File: src/scc_pkg.sv
// scc_pkg: constants for the system-control coprocessor register set.
// assumes a single core clock domain; shared by the register module only.
package scc_pkg;

  // coprocessor register numbers
  localparam logic [3:0] SCC_CRN_ID   = 4'h0;
  localparam logic [3:0] SCC_CRN_CTRL = 4'h1;
  localparam logic [3:0] SCC_CRN_CORE = 4'h7;
  localparam logic [3:0] SCC_CRN_TRC  = 4'hd;
  localparam logic [2:0] SCC_OP2_SIZE = 3'h2;

  // identification word fields (values arbitrary, not a real part)
  localparam logic [7:0]  SCC_ID_IMPL  = 8'h5a;
  localparam logic [3:0]  SCC_ID_MAJOR = 4'h0;
  localparam logic [3:0]  SCC_ID_ARCH  = 4'h0;
  localparam logic [11:0] SCC_ID_PART  = 12'h123;
  localparam logic [3:0]  SCC_ID_MINOR = 4'h0;

  // local-memory size word
  localparam logic [4:0] SCC_SIZE_8K   = 5'h04;
  localparam logic [4:0] SCC_SIZE_MAX  = 5'h11;
  localparam int         SCC_DSIZE_LSB = 18;
  localparam int         SCC_DMISS_BIT = 14;
  localparam int         SCC_ISIZE_LSB = 6;
  localparam int         SCC_IMISS_BIT = 2;

  // control register bit positions
  localparam int SCC_CB_CLD   = 15;
  localparam int SCC_CB_VEC   = 13;
  localparam int SCC_CB_IMEM  = 12;
  localparam int SCC_CB_BIG   = 7;
  localparam int SCC_CB_WBUF  = 3;
  localparam int SCC_CB_DMEM  = 2;
  localparam int SCC_CB_ALIGN = 1;
  localparam logic [31:0] SCC_RSV1_MASK = 32'h0000_0f70;

endpackage : scc_pkg

File: src/scc_regs.sv
// scc_regs: identification, local-memory size and control registers of the core.
// assumes the core drives one transfer per cycle, synchronous to CLK.
// Notes on behaviour
// - identification word: implementer, major, architecture, part, minor fields, read only.
// - register 0 read returns identification word unless secondary opcode equals 2.
// - register 0 read with secondary opcode 2 returns local-memory size word.
// - data memory size field is a 5-bit doubling code up to 64MB.
// - instruction memory size field uses the same doubling code.
// - both size fields read 8KB code; only valid codes allowed.
// - both memory-missing flags read 0 since memories are present.
// - compact-load disable bit stops PC loads setting compact state; reset clears.
// - vector bit selects low or high vectors; reset value from strap.
// - instruction memory enable routes fixed region locally; reset from strap.
// - endianness bit: 0 little, 1 big; reset 0.
// - write-buffer enable buffers fixed bufferable stores; reset clears.
// - control bits 31:16 and 14 read zero; software writes zero.
// - control bits 11:8 and 6:4 read one; software writes one.
// - registers 2-6, 8-12, 14 reserved; only 0, 1, 7, 13 defined.
// - control bit 2 enables data memory; reset from memory strap.
// - control bit 1 enables alignment fault checking; reset clears.
`timescale 1ns/100ps

module scc_regs
  import scc_pkg::*;
#(
  parameter logic [4:0] DATA_MEM_SIZE  = SCC_SIZE_8K,
  parameter logic [4:0] INSTR_MEM_SIZE = SCC_SIZE_8K
) (
  // clock and reset
  input  wire logic        CLK,
  input  wire logic        RST,
  // straps
  input  wire logic        VECTOR_STRAP_INPUT,
  input  wire logic        LOCAL_MEMORY_STRAP_INPUT,
  // coprocessor transfer from the core
  input  wire logic        CP_READ,
  input  wire logic        CP_WRITE,
  input  wire logic [3:0]  CP_CRN,
  input  wire logic [2:0]  CP_OP2,
  input  wire logic [31:0] CP_WDATA,
  output logic      [31:0] CP_RDATA,
  output logic             CP_RVALID,
  // control outputs
  output logic             COMPACT_LOAD_DISABLE,
  output logic             HIGH_VECTORS,
  output logic             INSTR_MEM_ENABLE,
  output logic             BIG_ENDIAN,
  output logic             WRITE_BUFFER_ENABLE,
  output logic             DATA_MEM_ENABLE,
  output logic             ALIGN_CHECK_ENABLE
);

  // width of one size code, taken from the parameter
  localparam int SIZE_W = $bits(DATA_MEM_SIZE);

  // fixed identification word; field values are arbitrary
  // implementer, major, architecture, part and minor from top to bottom
  localparam logic [31:0] ID_WORD = {SCC_ID_IMPL,
                                     SCC_ID_MAJOR,
                                     SCC_ID_ARCH,
                                     SCC_ID_PART,
                                     SCC_ID_MINOR};

  // reset tracking and strap capture
  logic              in_reset;
  logic              strap_vec;
  logic              strap_mem;

  // transfer decode
  logic              sel_id;
  logic              sel_size;
  logic              sel_ctrl;
  logic              sel_none;
  logic              ctrl_wr;

  // read sources
  logic [SIZE_W-1:0] data_size_code;
  logic [SIZE_W-1:0] instr_size_code;
  logic              data_missing;
  logic              instr_missing;
  logic [31:0]       size_word;
  logic [31:0]       ctrl_word;
  logic [31:0]       next_rdata;
  logic              next_rvalid;

  // out-of-range size parameters fall back to no memory, never an undecodable code
  always_comb begin
    data_size_code = '0;
    if (DATA_MEM_SIZE <= SCC_SIZE_MAX) begin
      data_size_code = DATA_MEM_SIZE;
    end
  end

  always_comb begin
    instr_size_code = '0;
    if (INSTR_MEM_SIZE <= SCC_SIZE_MAX) begin
      instr_size_code = INSTR_MEM_SIZE;
    end
  end

  // a zero size code means that memory is not fitted
  always_comb begin
    data_missing  = (data_size_code == '0);
    instr_missing = (instr_size_code == '0);
  end

  // every bit outside the four fields reads zero
  always_comb begin
    size_word                          = '0;
    size_word[SCC_DSIZE_LSB +: SIZE_W] = data_size_code;
    size_word[SCC_ISIZE_LSB +: SIZE_W] = instr_size_code;
    // flags follow the codes, so with both memories fitted they read zero
    size_word[SCC_DMISS_BIT]           = data_missing;
    size_word[SCC_IMISS_BIT]           = instr_missing;
  end

  // only numbers 0 and 1 are backed; 7 and 13 are decoded in this block but read zero
  always_comb begin
    sel_id   = 1'b0;
    sel_size = 1'b0;
    sel_ctrl = 1'b0;
    sel_none = 1'b0;
    unique case (CP_CRN)
      // number 0 carries two words, chosen by the secondary opcode
      SCC_CRN_ID: begin
        if (CP_OP2 == SCC_OP2_SIZE) begin
          sel_size = 1'b1;
        end else begin
          sel_id = 1'b1;
        end
      end
      // number 1 ignores the secondary opcode
      SCC_CRN_CTRL: begin
        sel_ctrl = 1'b1;
      end
      // core control is handled elsewhere, so it reads zero here
      SCC_CRN_CORE: begin
        sel_none = 1'b1;
      end
      // trace identifier is handled elsewhere, so it reads zero here
      SCC_CRN_TRC: begin
        sel_none = 1'b1;
      end
      default: begin
        sel_none = 1'b1;
      end
    endcase
  end

  // writes to any other number are dropped
  assign ctrl_wr = CP_WRITE && sel_ctrl;

  // every read is answered exactly one cycle later
  always_comb begin
    next_rvalid = CP_READ;
  end

  // straps cannot load an async-reset flop directly, so they are captured on edges in reset
  // in_reset stays high for one edge after release so that edge can load them
  always_ff @(posedge CLK or posedge RST) begin
    if (RST) begin
      in_reset <= 1'b1;
    end else begin
      in_reset <= 1'b0;
    end
  end

  // straps must be stable in reset; a change after release is not seen
  // vector strap
  always_ff @(posedge CLK) begin
    if (RST || in_reset) begin
      strap_vec <= VECTOR_STRAP_INPUT;
    end
  end

  // memory strap, shared by both memory enables
  always_ff @(posedge CLK) begin
    if (RST || in_reset) begin
      strap_mem <= LOCAL_MEMORY_STRAP_INPUT;
    end
  end

  // plain control bits: cleared by reset, loaded by a control write
  // compact-load disable
  always_ff @(posedge CLK or posedge RST) begin
    if (RST) begin
      COMPACT_LOAD_DISABLE <= 1'b0;
    end else if (ctrl_wr) begin
      COMPACT_LOAD_DISABLE <= CP_WDATA[SCC_CB_CLD];
    end
  end

  // endianness
  always_ff @(posedge CLK or posedge RST) begin
    if (RST) begin
      BIG_ENDIAN <= 1'b0;
    end else if (ctrl_wr) begin
      BIG_ENDIAN <= CP_WDATA[SCC_CB_BIG];
    end
  end

  // write buffer enable
  always_ff @(posedge CLK or posedge RST) begin
    if (RST) begin
      WRITE_BUFFER_ENABLE <= 1'b0;
    end else if (ctrl_wr) begin
      WRITE_BUFFER_ENABLE <= CP_WDATA[SCC_CB_WBUF];
    end
  end

  // alignment fault checking
  always_ff @(posedge CLK or posedge RST) begin
    if (RST) begin
      ALIGN_CHECK_ENABLE <= 1'b0;
    end else if (ctrl_wr) begin
      ALIGN_CHECK_ENABLE <= CP_WDATA[SCC_CB_ALIGN];
    end
  end

  // strap-loaded bits take the captured strap on the first edge out of reset
  // a write in that same cycle loses to the strap
  // vector location
  always_ff @(posedge CLK or posedge RST) begin
    if (RST) begin
      HIGH_VECTORS <= 1'b0;
    end else if (in_reset) begin
      HIGH_VECTORS <= strap_vec;
    end else if (ctrl_wr) begin
      HIGH_VECTORS <= CP_WDATA[SCC_CB_VEC];
    end
  end

  // instruction memory enable
  always_ff @(posedge CLK or posedge RST) begin
    if (RST) begin
      INSTR_MEM_ENABLE <= 1'b0;
    end else if (in_reset) begin
      INSTR_MEM_ENABLE <= strap_mem;
    end else if (ctrl_wr) begin
      INSTR_MEM_ENABLE <= CP_WDATA[SCC_CB_IMEM];
    end
  end

  // data memory enable
  always_ff @(posedge CLK or posedge RST) begin
    if (RST) begin
      DATA_MEM_ENABLE <= 1'b0;
    end else if (in_reset) begin
      DATA_MEM_ENABLE <= strap_mem;
    end else if (ctrl_wr) begin
      DATA_MEM_ENABLE <= CP_WDATA[SCC_CB_DMEM];
    end
  end

  // reserved-zero bits read zero and reserved-one bits read one, whatever was written
  always_comb begin
    ctrl_word               = SCC_RSV1_MASK;
    ctrl_word[SCC_CB_CLD]   = COMPACT_LOAD_DISABLE;
    ctrl_word[SCC_CB_VEC]   = HIGH_VECTORS;
    ctrl_word[SCC_CB_IMEM]  = INSTR_MEM_ENABLE;
    ctrl_word[SCC_CB_BIG]   = BIG_ENDIAN;
    ctrl_word[SCC_CB_WBUF]  = WRITE_BUFFER_ENABLE;
    ctrl_word[SCC_CB_DMEM]  = DATA_MEM_ENABLE;
    ctrl_word[SCC_CB_ALIGN] = ALIGN_CHECK_ENABLE;
  end

  // read mux; reserved and unbacked numbers read zero
  always_comb begin
    next_rdata = '0;
    if (sel_size) begin
      next_rdata = size_word;
    end else if (sel_id) begin
      next_rdata = ID_WORD;
    end else if (sel_ctrl) begin
      next_rdata = ctrl_word;
    end else if (sel_none) begin
      next_rdata = '0;
    end
  end

  // a read and a write in one cycle return the value before the write
  always_ff @(posedge CLK or posedge RST) begin
    if (RST) begin
      // reset drops any answer in flight
      CP_RVALID <= 1'b0;
    end else begin
      CP_RVALID <= next_rvalid;
    end
  end

  // read data holds until the next read
  always_ff @(posedge CLK or posedge RST) begin
    if (RST) begin
      // reads zero until the first read after reset
      CP_RDATA <= '0;
    end else if (CP_READ) begin
      CP_RDATA <= next_rdata;
    end
  end

endmodule : scc_regs

File: config.mk
export PLATFORM = sky130hd
export DESIGN_NAME = scc_regs
export DESIGN_NICKNAME = d
export VERILOG_FILES = /design/src/scc_pkg.sv /design/src/scc_regs.sv
export SDC_FILE = /design/constraint.sdc
export NUM_CORES = 1
export LEC_CHECK = 0
export BUFFER_PORTS_ARGS = -buffer_cell sky130_fd_sc_hd__buf_2
export CAP_MARGIN = 20
export CORE_MARGIN = 1.5
export CORE_UTILIZATION = 41
export CTS_BUF_LIST = sky130_fd_sc_hd__clkbuf_4 sky130_fd_sc_hd__clkbuf_8
export CTS_CLUSTER_SIZE = 24
export DETAILED_ROUTE_END_ITERATION = 7
export PLACE_DENSITY = 0.86
export SLEW_MARGIN = 10
export SYNTH_ARGS = -nofsm -noshare
export SYNTH_HDL_FRONTEND = slang
export SYNTH_SLANG_ARGS = --single-unit
export TNS_END_PERCENT = 100
File: constraint.sdc
create_clock -name CLK -period 3.2 [get_ports CLK]
set_clock_uncertainty 0.1 [all_clocks]
set_input_delay 0.16 -clock CLK [delete_from_list [all_inputs] [get_ports CLK]]
set_output_delay 0.16 -clock CLK [all_outputs]
set_load 0.05 [all_outputs]
-- Yosys cells after proc, flatten, opt, wreduce, memory -nomap -nowiden
Index checks and enable logic that the tools add are counted.
Widths: inputs -> output; s select.
- flip-flop bits (word level): 43
- bits in latches: 0
- RAM bits: 0
- bits in read-only memories: 0
- input bits: 45
- output and inout port bits: 40
- word-level logic and storage cells: 32
- memories: 0
- add/subtract/negate cells: 0
- multiply operators: 0
- divide/modulo/power cells: 0
- order comparisons: 0
- eq/ne operators: 2
- shift-type cells: 0
- muxes and demuxes: 14
- bitwise operators: 0
- reductions and logical operators: 4
- operator list (cell ; count):
    $mux 31 ; 2
    $mux 16 ; 1
    $mux 1 ; 11
    $eq 4x1->1 const B ; 1
    $logic_not 4->1 ; 1
    $eq 3x2->1 const B ; 1
    $reduce_bool 2->1 ; 1
    $logic_and 1x1->1 ; 1
    $logic_or 1x1->1 ; 1

-- Depth between registers and ports, before layout
- depth in word-level cells: 5
- gate-level depth with buffers: 4
- mapped depth without buffers: 3

-- Least setup slack after synthesis
Ideal clock, no wire load.
- path type: register to register
- from: reg INSTR_MEM_ENABLE (netlist name)
- to: reg INSTR_MEM_ENABLE
- setup time: 0.124 ns
- arrival time: 1.032 ns
- required time: 2.976 ns
- slack: 1.944 ns
- cell stages (with the launch flop): 3
- path buffers: 0
- period minus slack after synthesis: 1.256 ns
- cells stage by stage: dfrtp_1 a21boi_2 o31a_1
- RTL lines (item ; RTL line ; text):
    to (signal assigned) ; scc_regs.sv:238 ; INSTR_MEM_ENABLE <= strap_mem;
    to (signal assigned) ; scc_regs.sv:240 ; INSTR_MEM_ENABLE <= CP_WDATA[SCC_CB_IMEM];
    to (decl) ; scc_regs.sv:46 ; output logic INSTR_MEM_ENABLE,

-- Worst setup path in the final report
- from: in CP_CRN[3]
- to: reg WRITE_BUFFER_ENABLE
- longest elaborated chain between the ends: 3
- RTL lines (item ; RTL line ; text):
    from (decl) ; scc_regs.sv:38 ; input wire logic [3:0] CP_CRN,
    $eq 4x1->1 ; scc_regs.sv:123 ; unique case (CP_CRN)
    $mux 1 ; scc_regs.sv:123 ;
    $logic_and 1x1->1 ; scc_regs.sv:151 ; assign ctrl_wr = CP_WRITE && sel_ctrl;
    to (signal assigned) ; scc_regs.sv:207 ; WRITE_BUFFER_ENABLE <= CP_WDATA[SCC_CB_WBUF];
    to (decl) ; scc_regs.sv:48 ; output logic WRITE_BUFFER_ENABLE,
No other way between the ends.
A chain may end at the register's enable or synchronous reset.

==> flow_metrics.tcl <==
set metrics [dict create \
    outcome "complete, no violations" \
    htreeDepth 1 \
    synth_compound_area_share_pct 9.80 \
    drt_wl_total_mm 2.09 \
    io_buffer_count 46 \
    finalCriticalPeriod_ns 1.42 \
    worst_skew_pair.late_latency_ns 0.30 \
    gp_congestion 0.720 \
    holdWs_ns 0.0639 \
    most-common-layout-cells "buf_2, dfrtp_1, conb_1, inv_1, o21ai_0" \
    dr.pass1.iters 6 \
    rows 18 \
    regMostFlops "CP_RDATA" \
    dp_hpwl_mm 1.53 \
    postCtsSetupRepairBufs 0 \
    worst_path_largest_cell_delay_ns 0.64 \
    wire_per_inst_um 11.5 \
    worstMarginPinSlew_ns 0.801 \
    max-clock-path-buffers 2 \
    cts_resized 0 \
    cap_violations 0 \
    max-slew-margin-rel_pct 46.6 \
    path_delay_family "simple AND/OR/NAND/NOR gates" \
    startpoint_type "primary input" \
    hold_path.class "in -> reg" \
    globalRouteTotalUtil_pct 14.5 \
    clockRootBuffer "clkbuf_4" \
    synth_seq_cells 23 \
    dieArea_um2 3100 \
    setup_viol 0 \
    grt_pass1_vias 840 \
    ant_nets 0 \
    grt_max_degree 24 \
    crit_required_ns 3.30 \
    drv_slew 0 \
    yosys_warnings 0 \
    clkTransAtPathRegs_ns 0.12 \
    fin_ws_ns 1.78 \
    rsz0062_at_grt "no" \
    power.static_leakage_nw 0.719 \
    fin_crit_sh_pct 44.3 \
    vdd_drop_max_mv 0.410 \
    p_comb_share_pct 31.6 \
    area_delta_synth_final_pct 21.6 \
    die_x_um 55.6 \
    synth_cells 104 \
    maxClockFrequency_mhz 705 \
    start_util_pct 44.6 \
    synth_area_um2 1140 \
    synthMuxAreaShare_pct 5.95 \
    synth_adder_area_share_pct 0 \
    antenna_found_initial 0 \
    first_iter_violations 13 \
    switchingPower_mw 0.264 \
    cp-end-kind "flip-flop" \
    detail_route.vias_per_cell 4.64 \
    io_pins 85 \
    fin_nets 197 \
    dp_slack_ns 1.45 \
    syn_avg_cell_area_um2 10.9 \
    cts_tree "done" \
    synthSimpleGateAreaFrac_pct 14.1 \
    switching_share_pct 38.8 \
    p_int_mw 0.418 \
    drive_gt1_share_pct 42.4 \
    path_buf_inv 1 \
    vias 839 \
    setup_tns_ns 0 \
    clkPwrFrac_pct 19.3 \
    grt_pass1_wl_mm 3.58 \
    diodes 0 \
    critPathMaxFanout 13 \
    synth_top_family_by_area "buffers and inverters" \
    cts_buffers 3 \
    cp_slowest_cell "nor4b_4" \
    yosysUniqueCellTypes 29 \
    gr-total-overflow 0 \
    cts.sink_count 23 \
    synth-xor-area-share_pct 0 \
    largest_reg_flops 12 \
    ys_seq_area_share_pct 51.7 \
    die-height_um 55.6 \
    seqPwrFrac_pct 49.1 \
    hold_viol 0 \
    critPathArrivalTime_ns 1.52 \
    path_class "in -> reg" \
    final_common_cell "buf_2" \
    drc 0 \
    core_area_um2 2540 \
    powerDensity_nw_per_um2 494 \
    path_cells "buf_2 > nor4b_4 > nand2_1 > mux2_2" \
]
metrics by stage:
| stage | utilization (%) | instance area [um^2] | power, mW | cells |
|---|---|---|---|---|
| floorplan | - | 1180 | 0.517 | 117 |
| global placement | 50.4 | 1280 | 0.545 | 170 |
| detailed placement | 50.4 | 1280 | 0.549 | 170 |
| CTS | 54.3 | 1380 | 0.687 | 181 |
| global route | 54.3 | 1380 | 0.713 | 181 |
| finish | 54.3 | 1380 | 0.682 | 181 |
kinds of logic (layout without fill, tap and decap cells):
family / Yosys count / in the layout
AND/OR/NAND/NOR: 24 / 24
AO/OA/AOI/OAI: 17 / 17
multiplexers: 6 / 6
flip-flops: 23 / 23
other: 1 / 14
buffers and inverters: 33 / 67
layout make-up:
cell class,instances,area (um^2)
inverter,10,37.5
multi-input combinational,61,392
sequential,23,587
tap,30,37.5
fill,222,1160
timing repair buffer,53,300
clock inverter,1,5.00
clock buffer,3,22.5
Yosys cell counts:
library cell,instances,share of area [%]
a21boi_1,1,0.66
buf_6,1,0.99
a31o_2,2,1.5
or2_2,1,0.55
o31a_1,2,1.5
and3_2,2,1.3
nor2_1,1,0.33
nor3_1,1,0.44
nor3b_1,1,0.66
mux2_2,6,5.9
clkbuf_1,2,0.66
inv_1,10,3.3
nand2_1,2,0.66
o21ai_0,8,3.5
or4b_1,1,0.88
a21oi_1,1,0.44
a21boi_2,1,0.99
edfxtp_1,2,5.3
buf_4,20,13
nand2b_1,2,1.1
nand3_1,7,3.1
nor2b_1,4,2.2
dfrtp_1,20,44
nor4b_1,1,0.77
o22ai_1,1,0.55
a31oi_1,1,0.55
nor4b_4,1,2.1
conb_1,1,0.33
dfstp_2,1,2.3
path summary, 6_finish.rpt:
path                                              endpoint                      from  depth (start not counted)  slack [ns]
max reg2reg                            strap_vec$_DFFE_PP_        in_reset$_DFF_PP1_                          1        2.11
min                                    CP_RVALID$_DFF_PP0_                   CP_READ                          1        0.06
min in group asynchronous          CP_RDATA[7]$_DFFE_PP0P_                       RST                          3        0.45
min reg2reg                       CP_RDATA[15]$_DFFE_PP0P_  CP_RDATA[15]$_DFFE_PP0P_                          2        0.43
max                        WRITE_BUFFER_ENABLE$_DFFE_PP0P_                 CP_CRN[3]                          4        1.78
max in group asynchronous         CP_RDATA[12]$_DFFE_PP0P_                       RST                          3        2.06
power groups by stage:
| stage | sequential (mW) | combinational, mW | clock, mW |
|---|---|---|---|
| floorplan | 0.415 | 0.102 | 0 |
| global placement | 0.338 | 0.206 | 0 |
| detailed placement | 0.340 | 0.209 | 0 |
| CTS | 0.335 | 0.216 | 0.136 |
| global route | 0.339 | 0.227 | 0.147 |
| finish | 0.335 | 0.216 | 0.131 |
routing by layer:
layer | wire length, um | share of wire [%] | track usage [%]
met1 | 888 | 43 | 17.4
met2 | 1020 | 49 | 26.2
met3 | 183 | 8.8 | 3.72
met4 | 0 | 0 | 3.14
met5 | 0 | 0 | 0
repair_timing:
action,4_1_cts,5_1_grt
setup endpoints to repair,0,0
hold endpoints to repair,26,0
hold buffers,7,0
No activity file was read; power rests on OpenSTA's default activity.
